$ cat config.mk
export PLATFORM = sky130hd
export DESIGN_NAME = scs_clock_select
export DESIGN_NICKNAME = d
export VERILOG_FILES = /design/src/logic/scs_pkg.sv /design/src/logic/scs_osc_tick.sv /design/src/logic/scs_clock_select.sv
export VERILOG_INCLUDE_DIRS = /design/src /design/src/logic
export SDC_FILE = /design/constraint.sdc
export NUM_CORES = 1
export LEC_CHECK = 0
export BUFFER_PORTS_ARGS = -buffer_cell sky130_fd_sc_hd__buf_2
export CAP_MARGIN = 0
export CORE_UTILIZATION = 52
export CTS_CLUSTER_DIAMETER = 80
export DETAILED_ROUTE_END_ITERATION = 7
export PLACE_DENSITY = 0.77
export SYNTH_ARGS = -nofsm -noshare
export SYNTH_HDL_FRONTEND = slang
export SYNTH_SLANG_ARGS = --single-unit
$ cat constraint.sdc
create_clock -name aclk -period 4.6 [get_ports aclk]
set_input_delay 0.23 -clock aclk [delete_from_list [all_inputs] [get_ports aclk]]
set_output_delay 0.23 -clock aclk [all_outputs]
set_load 0.005 [all_outputs]
$ cat src/logic/scs_defs.svh
// Constants for the system clock source select block.
`ifndef SCS_DEFS_SVH
`define SCS_DEFS_SVH

// =====================================================================
// Register map (byte addresses) and decode width
// =====================================================================
`define SCS_ADDR_W          8
`define SCS_ADDR_CTRL       8'h00
`define SCS_ADDR_TRIM       8'h04
`define SCS_ADDR_IRQ_STAT   8'h08
`define SCS_ADDR_IRQ_MASK   8'h0c

// =====================================================================
// Field layout
// =====================================================================
`define SCS_FSEL_HI         5
`define SCS_FSEL_LO         4
`define SCS_HTS_BIT         2
`define SCS_LTS_BIT         1
`define SCS_TRIM_W          5
`define SCS_IRQ_W           3
`define SCS_IRQ_HF_STABLE   0
`define SCS_IRQ_LF_STABLE   1
`define SCS_IRQ_START_DONE  2

// =====================================================================
// Frequency select codes, reset values and bus response codes
// =====================================================================
`define SCS_FSEL_8M         2'h3
`define SCS_FSEL_4M         2'h2
`define SCS_FSEL_1M         2'h1
`define SCS_FSEL_31K        2'h0
`define SCS_FSEL_RST        2'h1
`define SCS_TRIM_RST        5'h00
`define SCS_RESP_OKAY       2'h0
`define SCS_RESP_SLVERR     2'h2

// =====================================================================
// Timing
// =====================================================================
`define SCS_CLK_HZ          25000000
`define SCS_CLK_MHZ         25
`define SCS_BIAS_NS         10000
`define SCS_BIAS_CYC        ((`SCS_BIAS_NS * `SCS_CLK_MHZ + 999) / 1000)
`define SCS_HF_START_US     5
`define SCS_LF_START_US     2000
`define SCS_CNT_W           20

// =====================================================================
// Oscillator models: phase accumulators on aclk
// =====================================================================
`define SCS_NCO_W           24
`define SCS_HF_HZ           64'd8000000
`define SCS_LF_HZ           64'd31000
`define SCS_HF_INC          ((`SCS_HF_HZ << 24) / 64'd25000000)
`define SCS_LF_INC          ((`SCS_LF_HZ << 24) / 64'd25000000)
`define SCS_TRIM_SHIFT      7

`endif

$ cat src/logic/scs_pkg.sv
// Types shared by the system clock source select block.
package scs_pkg;

  typedef enum logic [1:0] {
    SCS_ST_HOLD,
    SCS_ST_RUN,
    SCS_ST_SLEEP
  } scs_state_e;

  typedef logic [1:0] scs_fsel_t;

endpackage : scs_pkg

$ cat src/logic/scs_osc_tick.sv
// Phase accumulator that models one internal oscillator as tick pulses.
`timescale 1ns/1ps
`default_nettype none
`include "scs_defs.svh"

module scs_osc_tick
(
  input  wire logic                  aclk,
  input  wire logic                  aresetn,
  input  wire logic                  run,
  input  wire logic [`SCS_NCO_W-1:0] inc,
  output logic                       tick
);

  logic [`SCS_NCO_W:0] sum;
  logic [`SCS_NCO_W-1:0] acc_q;

  assign sum = {1'b0, acc_q} + {1'b0, inc};

  // The carry out of the accumulator marks one oscillator period.
  always_ff @(posedge aclk)
  begin
    if (!aresetn)
    begin
      acc_q <= '0;
      tick  <= 1'b0;
    end
    else if (run)
    begin
      acc_q <= sum[`SCS_NCO_W-1:0];
      tick  <= sum[`SCS_NCO_W];
    end
    else
    begin
      tick  <= 1'b0;
    end
  end

endmodule : scs_osc_tick
`default_nettype wire

$ cat src/logic/scs_clock_select.sv
// System clock source select, start-up delay and clock output.
//
// The placing of the registers and the AXI4-Lite interface to the registers were left to the implementer.
`timescale 1ns/1ps
`default_nettype none
`include "scs_defs.svh"

module scs_clock_select
#(
  parameter int unsigned HF_START_CYC = `SCS_HF_START_US * `SCS_CLK_MHZ,
  parameter int unsigned LF_START_CYC = `SCS_LF_START_US * `SCS_CLK_MHZ
)
(
  input  wire logic        aclk,
  input  wire logic        aresetn,
  input  wire logic [31:0] s_axi_awaddr,
  input  wire logic        s_axi_awvalid,
  output logic             s_axi_awready,
  input  wire logic [31:0] s_axi_wdata,
  input  wire logic [3:0]  s_axi_wstrb,
  input  wire logic        s_axi_wvalid,
  output logic             s_axi_wready,
  output logic [1:0]       s_axi_bresp,
  output logic             s_axi_bvalid,
  input  wire logic        s_axi_bready,
  input  wire logic [31:0] s_axi_araddr,
  input  wire logic        s_axi_arvalid,
  output logic             s_axi_arready,
  output logic [31:0]      s_axi_rdata,
  output logic [1:0]       s_axi_rresp,
  output logic             s_axi_rvalid,
  input  wire logic        s_axi_rready,
  input  wire logic        clock_source_select_bit,
  input  wire logic        clock_out_disable,
  input  wire logic        ext_clock_in_pin,
  input  wire logic        sleep_req,
  input  wire logic        wake_req,
  input  wire logic        periph_keep_osc,
  input  wire logic        gpio_out_val,
  input  wire logic        gpio_oe_val,
  input  wire logic        clock_out_pin_i,
  output logic             clock_out_pin_o,
  output logic             clock_out_pin_oe,
  output logic             port_read_bit,
  output logic             sys_clk_en,
  output logic             run_ready,
  output logic             irq
);

  // ===================================================================
  // Register state
  // ===================================================================
  scs_pkg::scs_fsel_t        fsel_q;
  scs_pkg::scs_fsel_t        act_sel_q;
  logic [`SCS_TRIM_W-1:0]    trim_q;
  logic [`SCS_TRIM_W-1:0]    trim_act_q;
  logic [`SCS_IRQ_W-1:0]     stat_q;
  logic [`SCS_IRQ_W-1:0]     mask_q;
  logic [`SCS_IRQ_W-1:0]     event_set;
  scs_pkg::scs_state_e       state_q;
  logic                      aw_got_q;
  logic                      w_got_q;
  logic [`SCS_ADDR_W-1:0]    aw_addr_q;
  logic [31:0]               w_data_q;
  logic                      w_strb0_q;
  logic                      wr_fire;
  logic                      wr_hit;
  logic [31:0]               rd_word;
  logic                      rd_hit;

  // ===================================================================
  // AXI4-Lite write channel
  // ===================================================================
  assign wr_fire = aw_got_q && w_got_q && !s_axi_bvalid;
  assign wr_hit  = (aw_addr_q == `SCS_ADDR_CTRL) ||
                   (aw_addr_q == `SCS_ADDR_TRIM) ||
                   (aw_addr_q == `SCS_ADDR_IRQ_STAT) ||
                   (aw_addr_q == `SCS_ADDR_IRQ_MASK);

  always_ff @(posedge aclk)
  begin
    if (!aresetn)
    begin
      aw_got_q      <= 1'b0;
      w_got_q       <= 1'b0;
      aw_addr_q     <= '0;
      w_data_q      <= '0;
      w_strb0_q     <= 1'b0;
      s_axi_awready <= 1'b0;
      s_axi_wready  <= 1'b0;
      s_axi_bvalid  <= 1'b0;
      s_axi_bresp   <= `SCS_RESP_OKAY;
    end
    else
    begin
      s_axi_awready <= !aw_got_q && !(s_axi_awvalid && s_axi_awready);
      s_axi_wready  <= !w_got_q && !(s_axi_wvalid && s_axi_wready);
      if (s_axi_awvalid && s_axi_awready)
      begin
        aw_got_q  <= 1'b1;
        aw_addr_q <= s_axi_awaddr[`SCS_ADDR_W-1:0];
      end
      if (s_axi_wvalid && s_axi_wready)
      begin
        w_got_q   <= 1'b1;
        w_data_q  <= s_axi_wdata;
        w_strb0_q <= s_axi_wstrb[0];
      end
      if (wr_fire)
      begin
        s_axi_bvalid <= 1'b1;
        s_axi_bresp  <= wr_hit ? `SCS_RESP_OKAY : `SCS_RESP_SLVERR;
      end
      else if (s_axi_bvalid && s_axi_bready)
      begin
        s_axi_bvalid  <= 1'b0;
        aw_got_q      <= 1'b0;
        w_got_q       <= 1'b0;
        s_axi_awready <= 1'b1;
        s_axi_wready  <= 1'b1;
      end
    end
  end

  // Control and trim registers; only byte lane 0 holds bits.
  always_ff @(posedge aclk)
  begin
    if (!aresetn)
    begin
      fsel_q <= `SCS_FSEL_RST;
      trim_q <= `SCS_TRIM_RST;
      mask_q <= '0;
    end
    else if (wr_fire && w_strb0_q)
    begin
      if (aw_addr_q == `SCS_ADDR_CTRL)
        fsel_q <= w_data_q[`SCS_FSEL_HI:`SCS_FSEL_LO];
      if (aw_addr_q == `SCS_ADDR_TRIM)
        trim_q <= w_data_q[`SCS_TRIM_W-1:0];
      if (aw_addr_q == `SCS_ADDR_IRQ_MASK)
        mask_q <= w_data_q[`SCS_IRQ_W-1:0];
    end
  end

  // ===================================================================
  // Oscillators, stable flags and frequency postscaler
  // ===================================================================
  logic                    osc_allowed;
  logic                    hf_run;
  logic                    lf_run;
  logic                    hf_tick;
  logic                    lf_tick;
  logic [`SCS_CNT_W-1:0]   hf_cnt_q;
  logic [`SCS_CNT_W-1:0]   lf_cnt_q;
  logic                    hts_q;
  logic                    lts_q;
  logic [2:0]              post_q;
  logic signed [`SCS_NCO_W+1:0] hf_inc_full;
  logic [`SCS_NCO_W-1:0]   hf_inc;
  logic [`SCS_NCO_W-1:0]   hf_base;
  logic [`SCS_NCO_W-1:0]   lf_inc;

  assign osc_allowed = (state_q != scs_pkg::SCS_ST_SLEEP) || periph_keep_osc;
  assign hf_run = osc_allowed && !clock_source_select_bit &&
                  (fsel_q != `SCS_FSEL_31K || act_sel_q != `SCS_FSEL_31K);
  assign lf_run = osc_allowed && !clock_source_select_bit &&
                  (fsel_q == `SCS_FSEL_31K || act_sel_q == `SCS_FSEL_31K);
  assign hf_base = `SCS_NCO_W'(`SCS_HF_INC);
  assign lf_inc  = `SCS_NCO_W'(`SCS_LF_INC);
  // Signed trim scales a fixed fraction of the base rate per step.
  assign hf_inc_full = $signed({2'b00, hf_base}) +
                       ($signed(trim_act_q) *
                        $signed({2'b00, hf_base >> `SCS_TRIM_SHIFT}));
  assign hf_inc = hf_inc_full[`SCS_NCO_W-1:0];

  scs_osc_tick u_hf_osc
  (
    .aclk    (aclk),
    .aresetn (aresetn),
    .run     (hf_run),
    .inc     (hf_inc),
    .tick    (hf_tick)
  );

  scs_osc_tick u_lf_osc
  (
    .aclk    (aclk),
    .aresetn (aresetn),
    .run     (lf_run),
    .inc     (lf_inc),
    .tick    (lf_tick)
  );

  // New trim takes effect at the next oscillator period.
  always_ff @(posedge aclk)
  begin
    if (!aresetn)
      trim_act_q <= `SCS_TRIM_RST;
    else if (hf_tick || !hf_run)
      trim_act_q <= trim_q;
  end

  always_ff @(posedge aclk)
  begin
    if (!aresetn)
    begin
      hf_cnt_q <= '0;
      hts_q    <= 1'b0;
    end
    else if (!hf_run)
    begin
      hf_cnt_q <= '0;
      hts_q    <= 1'b0;
    end
    else if (hf_cnt_q == `SCS_CNT_W'(HF_START_CYC))
      hts_q    <= 1'b1;
    else
      hf_cnt_q <= hf_cnt_q + 1'b1;
  end

  always_ff @(posedge aclk)
  begin
    if (!aresetn)
    begin
      lf_cnt_q <= '0;
      lts_q    <= 1'b0;
    end
    else if (!lf_run)
    begin
      lf_cnt_q <= '0;
      lts_q    <= 1'b0;
    end
    else if (lf_cnt_q == `SCS_CNT_W'(LF_START_CYC))
      lts_q    <= 1'b1;
    else
      lf_cnt_q <= lf_cnt_q + 1'b1;
  end

  always_ff @(posedge aclk)
  begin
    if (!aresetn)
      post_q <= '0;
    else if (hf_tick)
      post_q <= post_q + 1'b1;
  end

  // ===================================================================
  // Clock selection and glitch-free switch
  // ===================================================================
  logic [2:0] ext_sync_q;
  logic       ext_lvl_q;
  logic       ext_tick;
  logic       int_tick;
  logic       sel_tick;
  logic [1:0] div4_q;

  always_ff @(posedge aclk)
  begin
    if (!aresetn)
    begin
      ext_sync_q <= '0;
      ext_lvl_q  <= 1'b0;
    end
    else
    begin
      ext_sync_q <= {ext_sync_q[1:0], ext_clock_in_pin};
      if (ext_sync_q[1] == ext_sync_q[2])
        ext_lvl_q <= ext_sync_q[2];
    end
  end

  assign ext_tick = (ext_sync_q[1] == ext_sync_q[2]) && ext_sync_q[2] &&
                    !ext_lvl_q;

  always_comb
  begin
    unique case (act_sel_q)
      `SCS_FSEL_8M:  int_tick = hf_tick;
      `SCS_FSEL_4M:  int_tick = hf_tick && post_q[0];
      `SCS_FSEL_1M:  int_tick = hf_tick && (post_q == 3'h7);
      `SCS_FSEL_31K: int_tick = lf_tick;
    endcase
  end

  // A stopped external clock simply yields no ticks; nothing is lost.
  assign sel_tick = clock_source_select_bit ? ext_tick : int_tick;

  // The selection changes only where a divided period ends.
  always_ff @(posedge aclk)
  begin
    if (!aresetn)
      act_sel_q <= `SCS_FSEL_RST;
    else if (act_sel_q != fsel_q && int_tick && div4_q == 2'h3)
      act_sel_q <= fsel_q;
  end

  always_ff @(posedge aclk)
  begin
    if (!aresetn)
      div4_q <= '0;
    else if (sel_tick)
      div4_q <= div4_q + 1'b1;
  end

  // ===================================================================
  // Start-up delay and sleep
  // ===================================================================
  logic [`SCS_CNT_W-1:0] bias_cnt_q;
  logic                  bias_done;
  logic                  osc_ready;

  assign bias_done = bias_cnt_q == `SCS_CNT_W'(`SCS_BIAS_CYC);
  assign osc_ready = clock_source_select_bit ||
                     ((act_sel_q == `SCS_FSEL_31K) ? lts_q : hts_q);

  always_ff @(posedge aclk)
  begin
    if (!aresetn)
      bias_cnt_q <= '0;
    else if (state_q != scs_pkg::SCS_ST_HOLD)
      bias_cnt_q <= '0;
    else if (!bias_done)
      bias_cnt_q <= bias_cnt_q + 1'b1;
  end

  always_ff @(posedge aclk)
  begin
    if (!aresetn)
      state_q <= scs_pkg::SCS_ST_HOLD;
    else
    begin
      unique case (state_q)
        scs_pkg::SCS_ST_HOLD:
          if (bias_done && osc_ready)
            state_q <= scs_pkg::SCS_ST_RUN;
        scs_pkg::SCS_ST_RUN:
          if (sleep_req)
            state_q <= scs_pkg::SCS_ST_SLEEP;
        scs_pkg::SCS_ST_SLEEP:
          if (wake_req)
            state_q <= scs_pkg::SCS_ST_HOLD;
        default:
          state_q <= scs_pkg::SCS_ST_HOLD;
      endcase
    end
  end

  // ===================================================================
  // Outputs: clock enable, clock output pin, port read
  // ===================================================================
  logic [2:0] pin_sync_q;
  logic       pin_lvl_q;

  always_ff @(posedge aclk)
  begin
    if (!aresetn)
    begin
      pin_sync_q <= '0;
      pin_lvl_q  <= 1'b0;
    end
    else
    begin
      pin_sync_q <= {pin_sync_q[1:0], clock_out_pin_i};
      if (pin_sync_q[1] == pin_sync_q[2])
        pin_lvl_q <= pin_sync_q[2];
    end
  end

  always_ff @(posedge aclk)
  begin
    if (!aresetn)
    begin
      sys_clk_en       <= 1'b0;
      run_ready        <= 1'b0;
      clock_out_pin_o  <= 1'b0;
      clock_out_pin_oe <= 1'b0;
      port_read_bit    <= 1'b0;
    end
    else
    begin
      sys_clk_en <= sel_tick && (state_q == scs_pkg::SCS_ST_RUN);
      run_ready  <= state_q == scs_pkg::SCS_ST_RUN;
      if (!clock_out_disable)
      begin
        clock_out_pin_o  <= div4_q[1];
        clock_out_pin_oe <= 1'b1;
        port_read_bit    <= 1'b0;
      end
      else
      begin
        clock_out_pin_o  <= gpio_out_val;
        clock_out_pin_oe <= gpio_oe_val;
        port_read_bit    <= pin_lvl_q;
      end
    end
  end

  // ===================================================================
  // Interrupt status, mask and read path
  // ===================================================================
  logic hts_d1_q;
  logic lts_d1_q;
  logic run_d1_q;

  always_ff @(posedge aclk)
  begin
    if (!aresetn)
    begin
      hts_d1_q <= 1'b0;
      lts_d1_q <= 1'b0;
      run_d1_q <= 1'b0;
    end
    else
    begin
      hts_d1_q <= hts_q;
      lts_d1_q <= lts_q;
      run_d1_q <= state_q == scs_pkg::SCS_ST_RUN;
    end
  end

  always_comb
  begin
    event_set = '0;
    event_set[`SCS_IRQ_HF_STABLE]  = hts_q && !hts_d1_q;
    event_set[`SCS_IRQ_LF_STABLE]  = lts_q && !lts_d1_q;
    event_set[`SCS_IRQ_START_DONE] = (state_q == scs_pkg::SCS_ST_RUN) &&
                                     !run_d1_q;
  end

  // Write one clears; a same-cycle event wins over the clear.
  always_ff @(posedge aclk)
  begin
    if (!aresetn)
      stat_q <= '0;
    else if (wr_fire && w_strb0_q && aw_addr_q == `SCS_ADDR_IRQ_STAT)
      stat_q <= (stat_q & ~w_data_q[`SCS_IRQ_W-1:0]) | event_set;
    else
      stat_q <= stat_q | event_set;
  end

  always_ff @(posedge aclk)
  begin
    if (!aresetn)
      irq <= 1'b0;
    else
      irq <= |(stat_q & mask_q);
  end

  always_comb
  begin
    rd_word = '0;
    rd_hit  = 1'b1;
    unique case (s_axi_araddr[`SCS_ADDR_W-1:0])
      `SCS_ADDR_CTRL:
      begin
        rd_word[`SCS_FSEL_HI:`SCS_FSEL_LO] = fsel_q;
        rd_word[`SCS_HTS_BIT]              = hts_q;
        rd_word[`SCS_LTS_BIT]              = lts_q;
      end
      `SCS_ADDR_TRIM:     rd_word[`SCS_TRIM_W-1:0] = trim_q;
      `SCS_ADDR_IRQ_STAT: rd_word[`SCS_IRQ_W-1:0]  = stat_q;
      `SCS_ADDR_IRQ_MASK: rd_word[`SCS_IRQ_W-1:0]  = mask_q;
      default:            rd_hit = 1'b0;
    endcase
  end

  always_ff @(posedge aclk)
  begin
    if (!aresetn)
    begin
      s_axi_arready <= 1'b0;
      s_axi_rvalid  <= 1'b0;
      s_axi_rdata   <= '0;
      s_axi_rresp   <= `SCS_RESP_OKAY;
    end
    else if (s_axi_arvalid && s_axi_arready)
    begin
      s_axi_arready <= 1'b0;
      s_axi_rvalid  <= 1'b1;
      s_axi_rdata   <= rd_word;
      s_axi_rresp   <= rd_hit ? `SCS_RESP_OKAY : `SCS_RESP_SLVERR;
    end
    else if (s_axi_rvalid && s_axi_rready)
    begin
      s_axi_rvalid  <= 1'b0;
      s_axi_arready <= 1'b1;
    end
    else if (!s_axi_rvalid)
      s_axi_arready <= 1'b1;
  end

endmodule : scs_clock_select
`default_nettype wire

==> run metrics <==
status=complete, but fails checks; failing checks=negative setup slack; Worst Path Arrival=5.02 ns; Mean Syn Cell Area=8.33 µm²; CP required=4.95 ns; startpoint class of the critical path=flop; Setup CP Type=reg2reg; FF+latch count, synth=185; post-DP HPWL=16700 µm; distinct cell type count after synthesis=66; met2 Use GR=38.4%; H-Tree Depth=4; vias per inst=5.57; Hold Startpoint=clock_out_disable; post-DR wirelength/cell=14.9 µm; fin crit period=4.67 ns; M1 GR Usage=30.4%; Cell Rows=51; R2R Path End=u_hf_osc.acc_q[20]; crit-path max FO=4; CTS Root Cell=clkbuf_16; Vias=9268; Die Width=144 µm; First-pass DRT Iterations=5; busiest grt layer=met2; simple-gate share of the synthesized area=22.2%; critical path's top delay family=adder cells; share of layout cells above drive strength 1=20.2%; Initial Utilization=53.5%; largest family of logic cells by synthesized area=simple AND/OR/NAND/NOR gates; register area share after synthesis=35.2%; post-route ant nets=0; clock buffer depth=2; Slew @ Worst Pin=0.835 ns; Crit path depth=17; final setup fails=3; Async SR Flop Fraction=0%; Inserted Clock Buffers=17; die span in y=144 µm; Final Max Tran Viols=0; RSZ-0062 raised after global routing=yes; synthesized instance count=1262; DRT Wirelength=24800 µm; main flop type after synthesis=dfxtp_1; Worst Path Buf+Inv=2; Post-synth EDFFs=0; Core ar.=19700 µm²; die area=20800 µm²; Hold Path Class=in2reg; placed instance area=11500 µm²; Synth Area in Adders=11.5%; compound-gate portion of the synthesized area=14.2%; crit path from=trim_act_q[0]; LEAKAGE=5.30 nW; critical-path cell list=fa_2 -> xor2_2 -> fa_1 -> ha_1 -> nand2_1 -> a221o_1 -> buf_4 -> o21ai_2 -> buf_4 -> xor2_2 -> ha_1 -> a211oi_1 -> nor2_1 -> o21ai_2 -> nand2_1 -> or4_1 -> o211ai_1; clk_lat worst skew=0.44 ns; DRC Markers=0; first-pass GRT wire length=39000 µm; met3 usage=3.71%; CTS Sinks=185; final non-filler cell total=1665; Inserted Diodes=0; Final Hold Vio Count=0; CTS tree=done; depth of the worst register-to-register path=17; Power, Total=3.63 mW; Worst setup EP type=flop; fillers=1532; Yosys warning count=0; largest net degree at the start of global routing=53; vias in the first global route=8516; fin nets=1594; GRT Util Overall=23.4%; Layout area overhead=21.3%; R2R setup slack=-0.07 ns; IO Pins=163; total grt overflow=0; CP peak stage delay=0.64 ns; final core occ=64.9%; Setup Skew=0.0120 ns; Final GP Congestion=0.871; critical path capture point=u_hf_osc.acc_q[20]; post-synthesis mux area share=2.45%; CTS clk-pin slew, worst paths=0.08 ns; Setup WS post-layout=-0.0651 ns; RR Startpoint=trim_act_q[0]; Port Buffers=57; DRT iter0 DRCs=421; post-route cell area=12800 µm²; Cell Pwr Density=285 nW/µm²; fmax=214 MHz; XOR/XNOR share of the synthesized area=8.66%; Post-Syn Area=10500 µm²; CP max-delay cell=fa_2; peak supply drop=253 µV; Final period util=101%; initial antenna violation count=0; maxcap violations=0; dpl cells=1614; Rel. slew slack=44.2%; Post-Place Setup Slack=-0.140 ns
## area by class of cell
class	count	area, µm²	share of cell area (%)
multi-input cells	975	6850	53.7
clock inverters	15	195	1.53
well taps	265	332	2.60
inverters	55	211	1.66
flip-flops and latches	185	3720	29.2
clock buffers	17	425	3.33
repair buffers	153	1030	8.04
## cell families after synthesis
logic type,after synthesis
compound gates,240
other cells,1
mux,23
fa+ha+maj,91
flops,185
simple gates,489
xor+xnor,104
buf+inv,129
## where the power goes
group / switching [mW] / leakage, nW / total (mW) / internal [mW]
registers: 0.0358 / 1.50 / 1.68 / 1.64
logic: 0.246 / 3.50 / 0.453 / 0.207
clock network: 0.752 / 0.295 / 1.50 / 0.748
total: 1.03 / 5.30 / 3.63 / 2.60
## metrics by stage
step	setup TNS (ns)	hold WS [ns]
floorplan	0	0.322
global placement	-0.677	0.415
detailed placement	-0.613	0.422
CTS	0	0.0100
global route	-1.25	0.0305
finish	-0.121	0.0157
## synthesized netlist by cell type, types with 8 or more instances
| cell type | instances | area [µm²] |
|---|---|---|
| buf_4 | 28 | 210 |
| a21oi_1 | 89 | 445 |
| nand4_1 | 35 | 219 |
| mux2i_1 | 19 | 190 |
| a31oi_1 | 10 | 62.6 |
| nor3_1 | 20 | 100 |
| o21ai_0 | 52 | 260 |
| and2_1 | 13 | 81.3 |
| inv_1 | 55 | 206 |
| or3_1 | 11 | 68.8 |
| o21a_1 | 12 | 90.1 |
| fa_1 | 10 | 200 |
| dfxtp_1 | 185 | 3700 |
| clkbuf_1 | 39 | 146 |
| nand2b_1 | 8 | 50.1 |
| nor2b_1 | 8 | 50.1 |
| ha_1 | 81 | 1010 |
| a21o_1 | 18 | 135 |
| and3_1 | 20 | 125 |
| nand2_1 | 118 | 443 |
| a211oi_1 | 9 | 67.6 |
| nor4_1 | 10 | 62.6 |
| xor2_1 | 58 | 508 |
| nand3_1 | 63 | 315 |
| nor2_1 | 150 | 563 |
| xnor2_1 | 46 | 403 |
## cells in the final DEF (no fill, tap or decap), types with 5 or more instances in the layout
cell type	count
nand2b_1	8
mux2i_1	19
o21bai_1	6
a31oi_1	6
nor2_1	146
and2_1	13
a21o_1	18
buf_2	57
nand3_1	61
or2_2	6
xnor2_1	41
ha_4	11
xor2_1	55
ha_1	69
conb_1	28
dfxtp_1	180
clkinv_8	5
a211oi_1	8
inv_1	50
o21ai_0	43
and3_1	20
o21a_1	12
a21oi_2	8
nor4_1	10
a21oi_1	74
nand4_1	35
or4_1	5
clkbuf_16	17
nor2b_1	7
or3_1	11
buf_4	90
nor3_1	17
fa_1	7
xnor2_2	5
nand2_1	114
a21oi_4	7
## state kept, by name (all words and copies together) (netlist names), 3 cells and up
signal	count
u_hf_osc.acc_q	24
lf_cnt_q	20
trim_act_q	5
w_data_q	6
mask_q	3
stat_q	3
trim_q	5
pin_sync_q	3
bias_cnt_q	20
hf_cnt_q	20
post_q	3
s_axi_rdata	6
u_lf_osc.acc_q	24
ext_sync_q	3
aw_addr_q	8
## repair_timing
action                     in CTS  in global routing
setup endpoints to repair       9                 12
gates resized for setup        26                 73
setup buffers                   8                  9
hold buffers                    2                  0
hold endpoints to repair        2                  0
gates cloned                    0                  0
pin swaps                      25                 36
## metal layers
metal / vias to the layer above / routed length [µm]
met5: - / 0
met1: 4342 / 11100
met3: 66 / 1170
met2: 264 / 11700
li1: 4596 / -
met4: 0 / 809
## worst min-delay path by stage
| stage | to | slack, ns | depth (start not counted) |
|---|---|---|---|
| 2_1_floorplan | clock_out_pin_oe | 0.32 | 1 |
| 3_3_place_gp | ext_sync_q[1] | 0.41 | 1 |
| 3_5_place_dp | pin_sync_q[1] | 0.42 | 1 |
| 4_1_cts | clock_out_pin_oe | 0.01 | 2 |
| 5_1_grt | clock_out_pin_oe | 0.03 | 2 |
| 6_report | clock_out_pin_oe | 0.02 | 2 |
No activity file was read; power rests on OpenSTA's default activity.
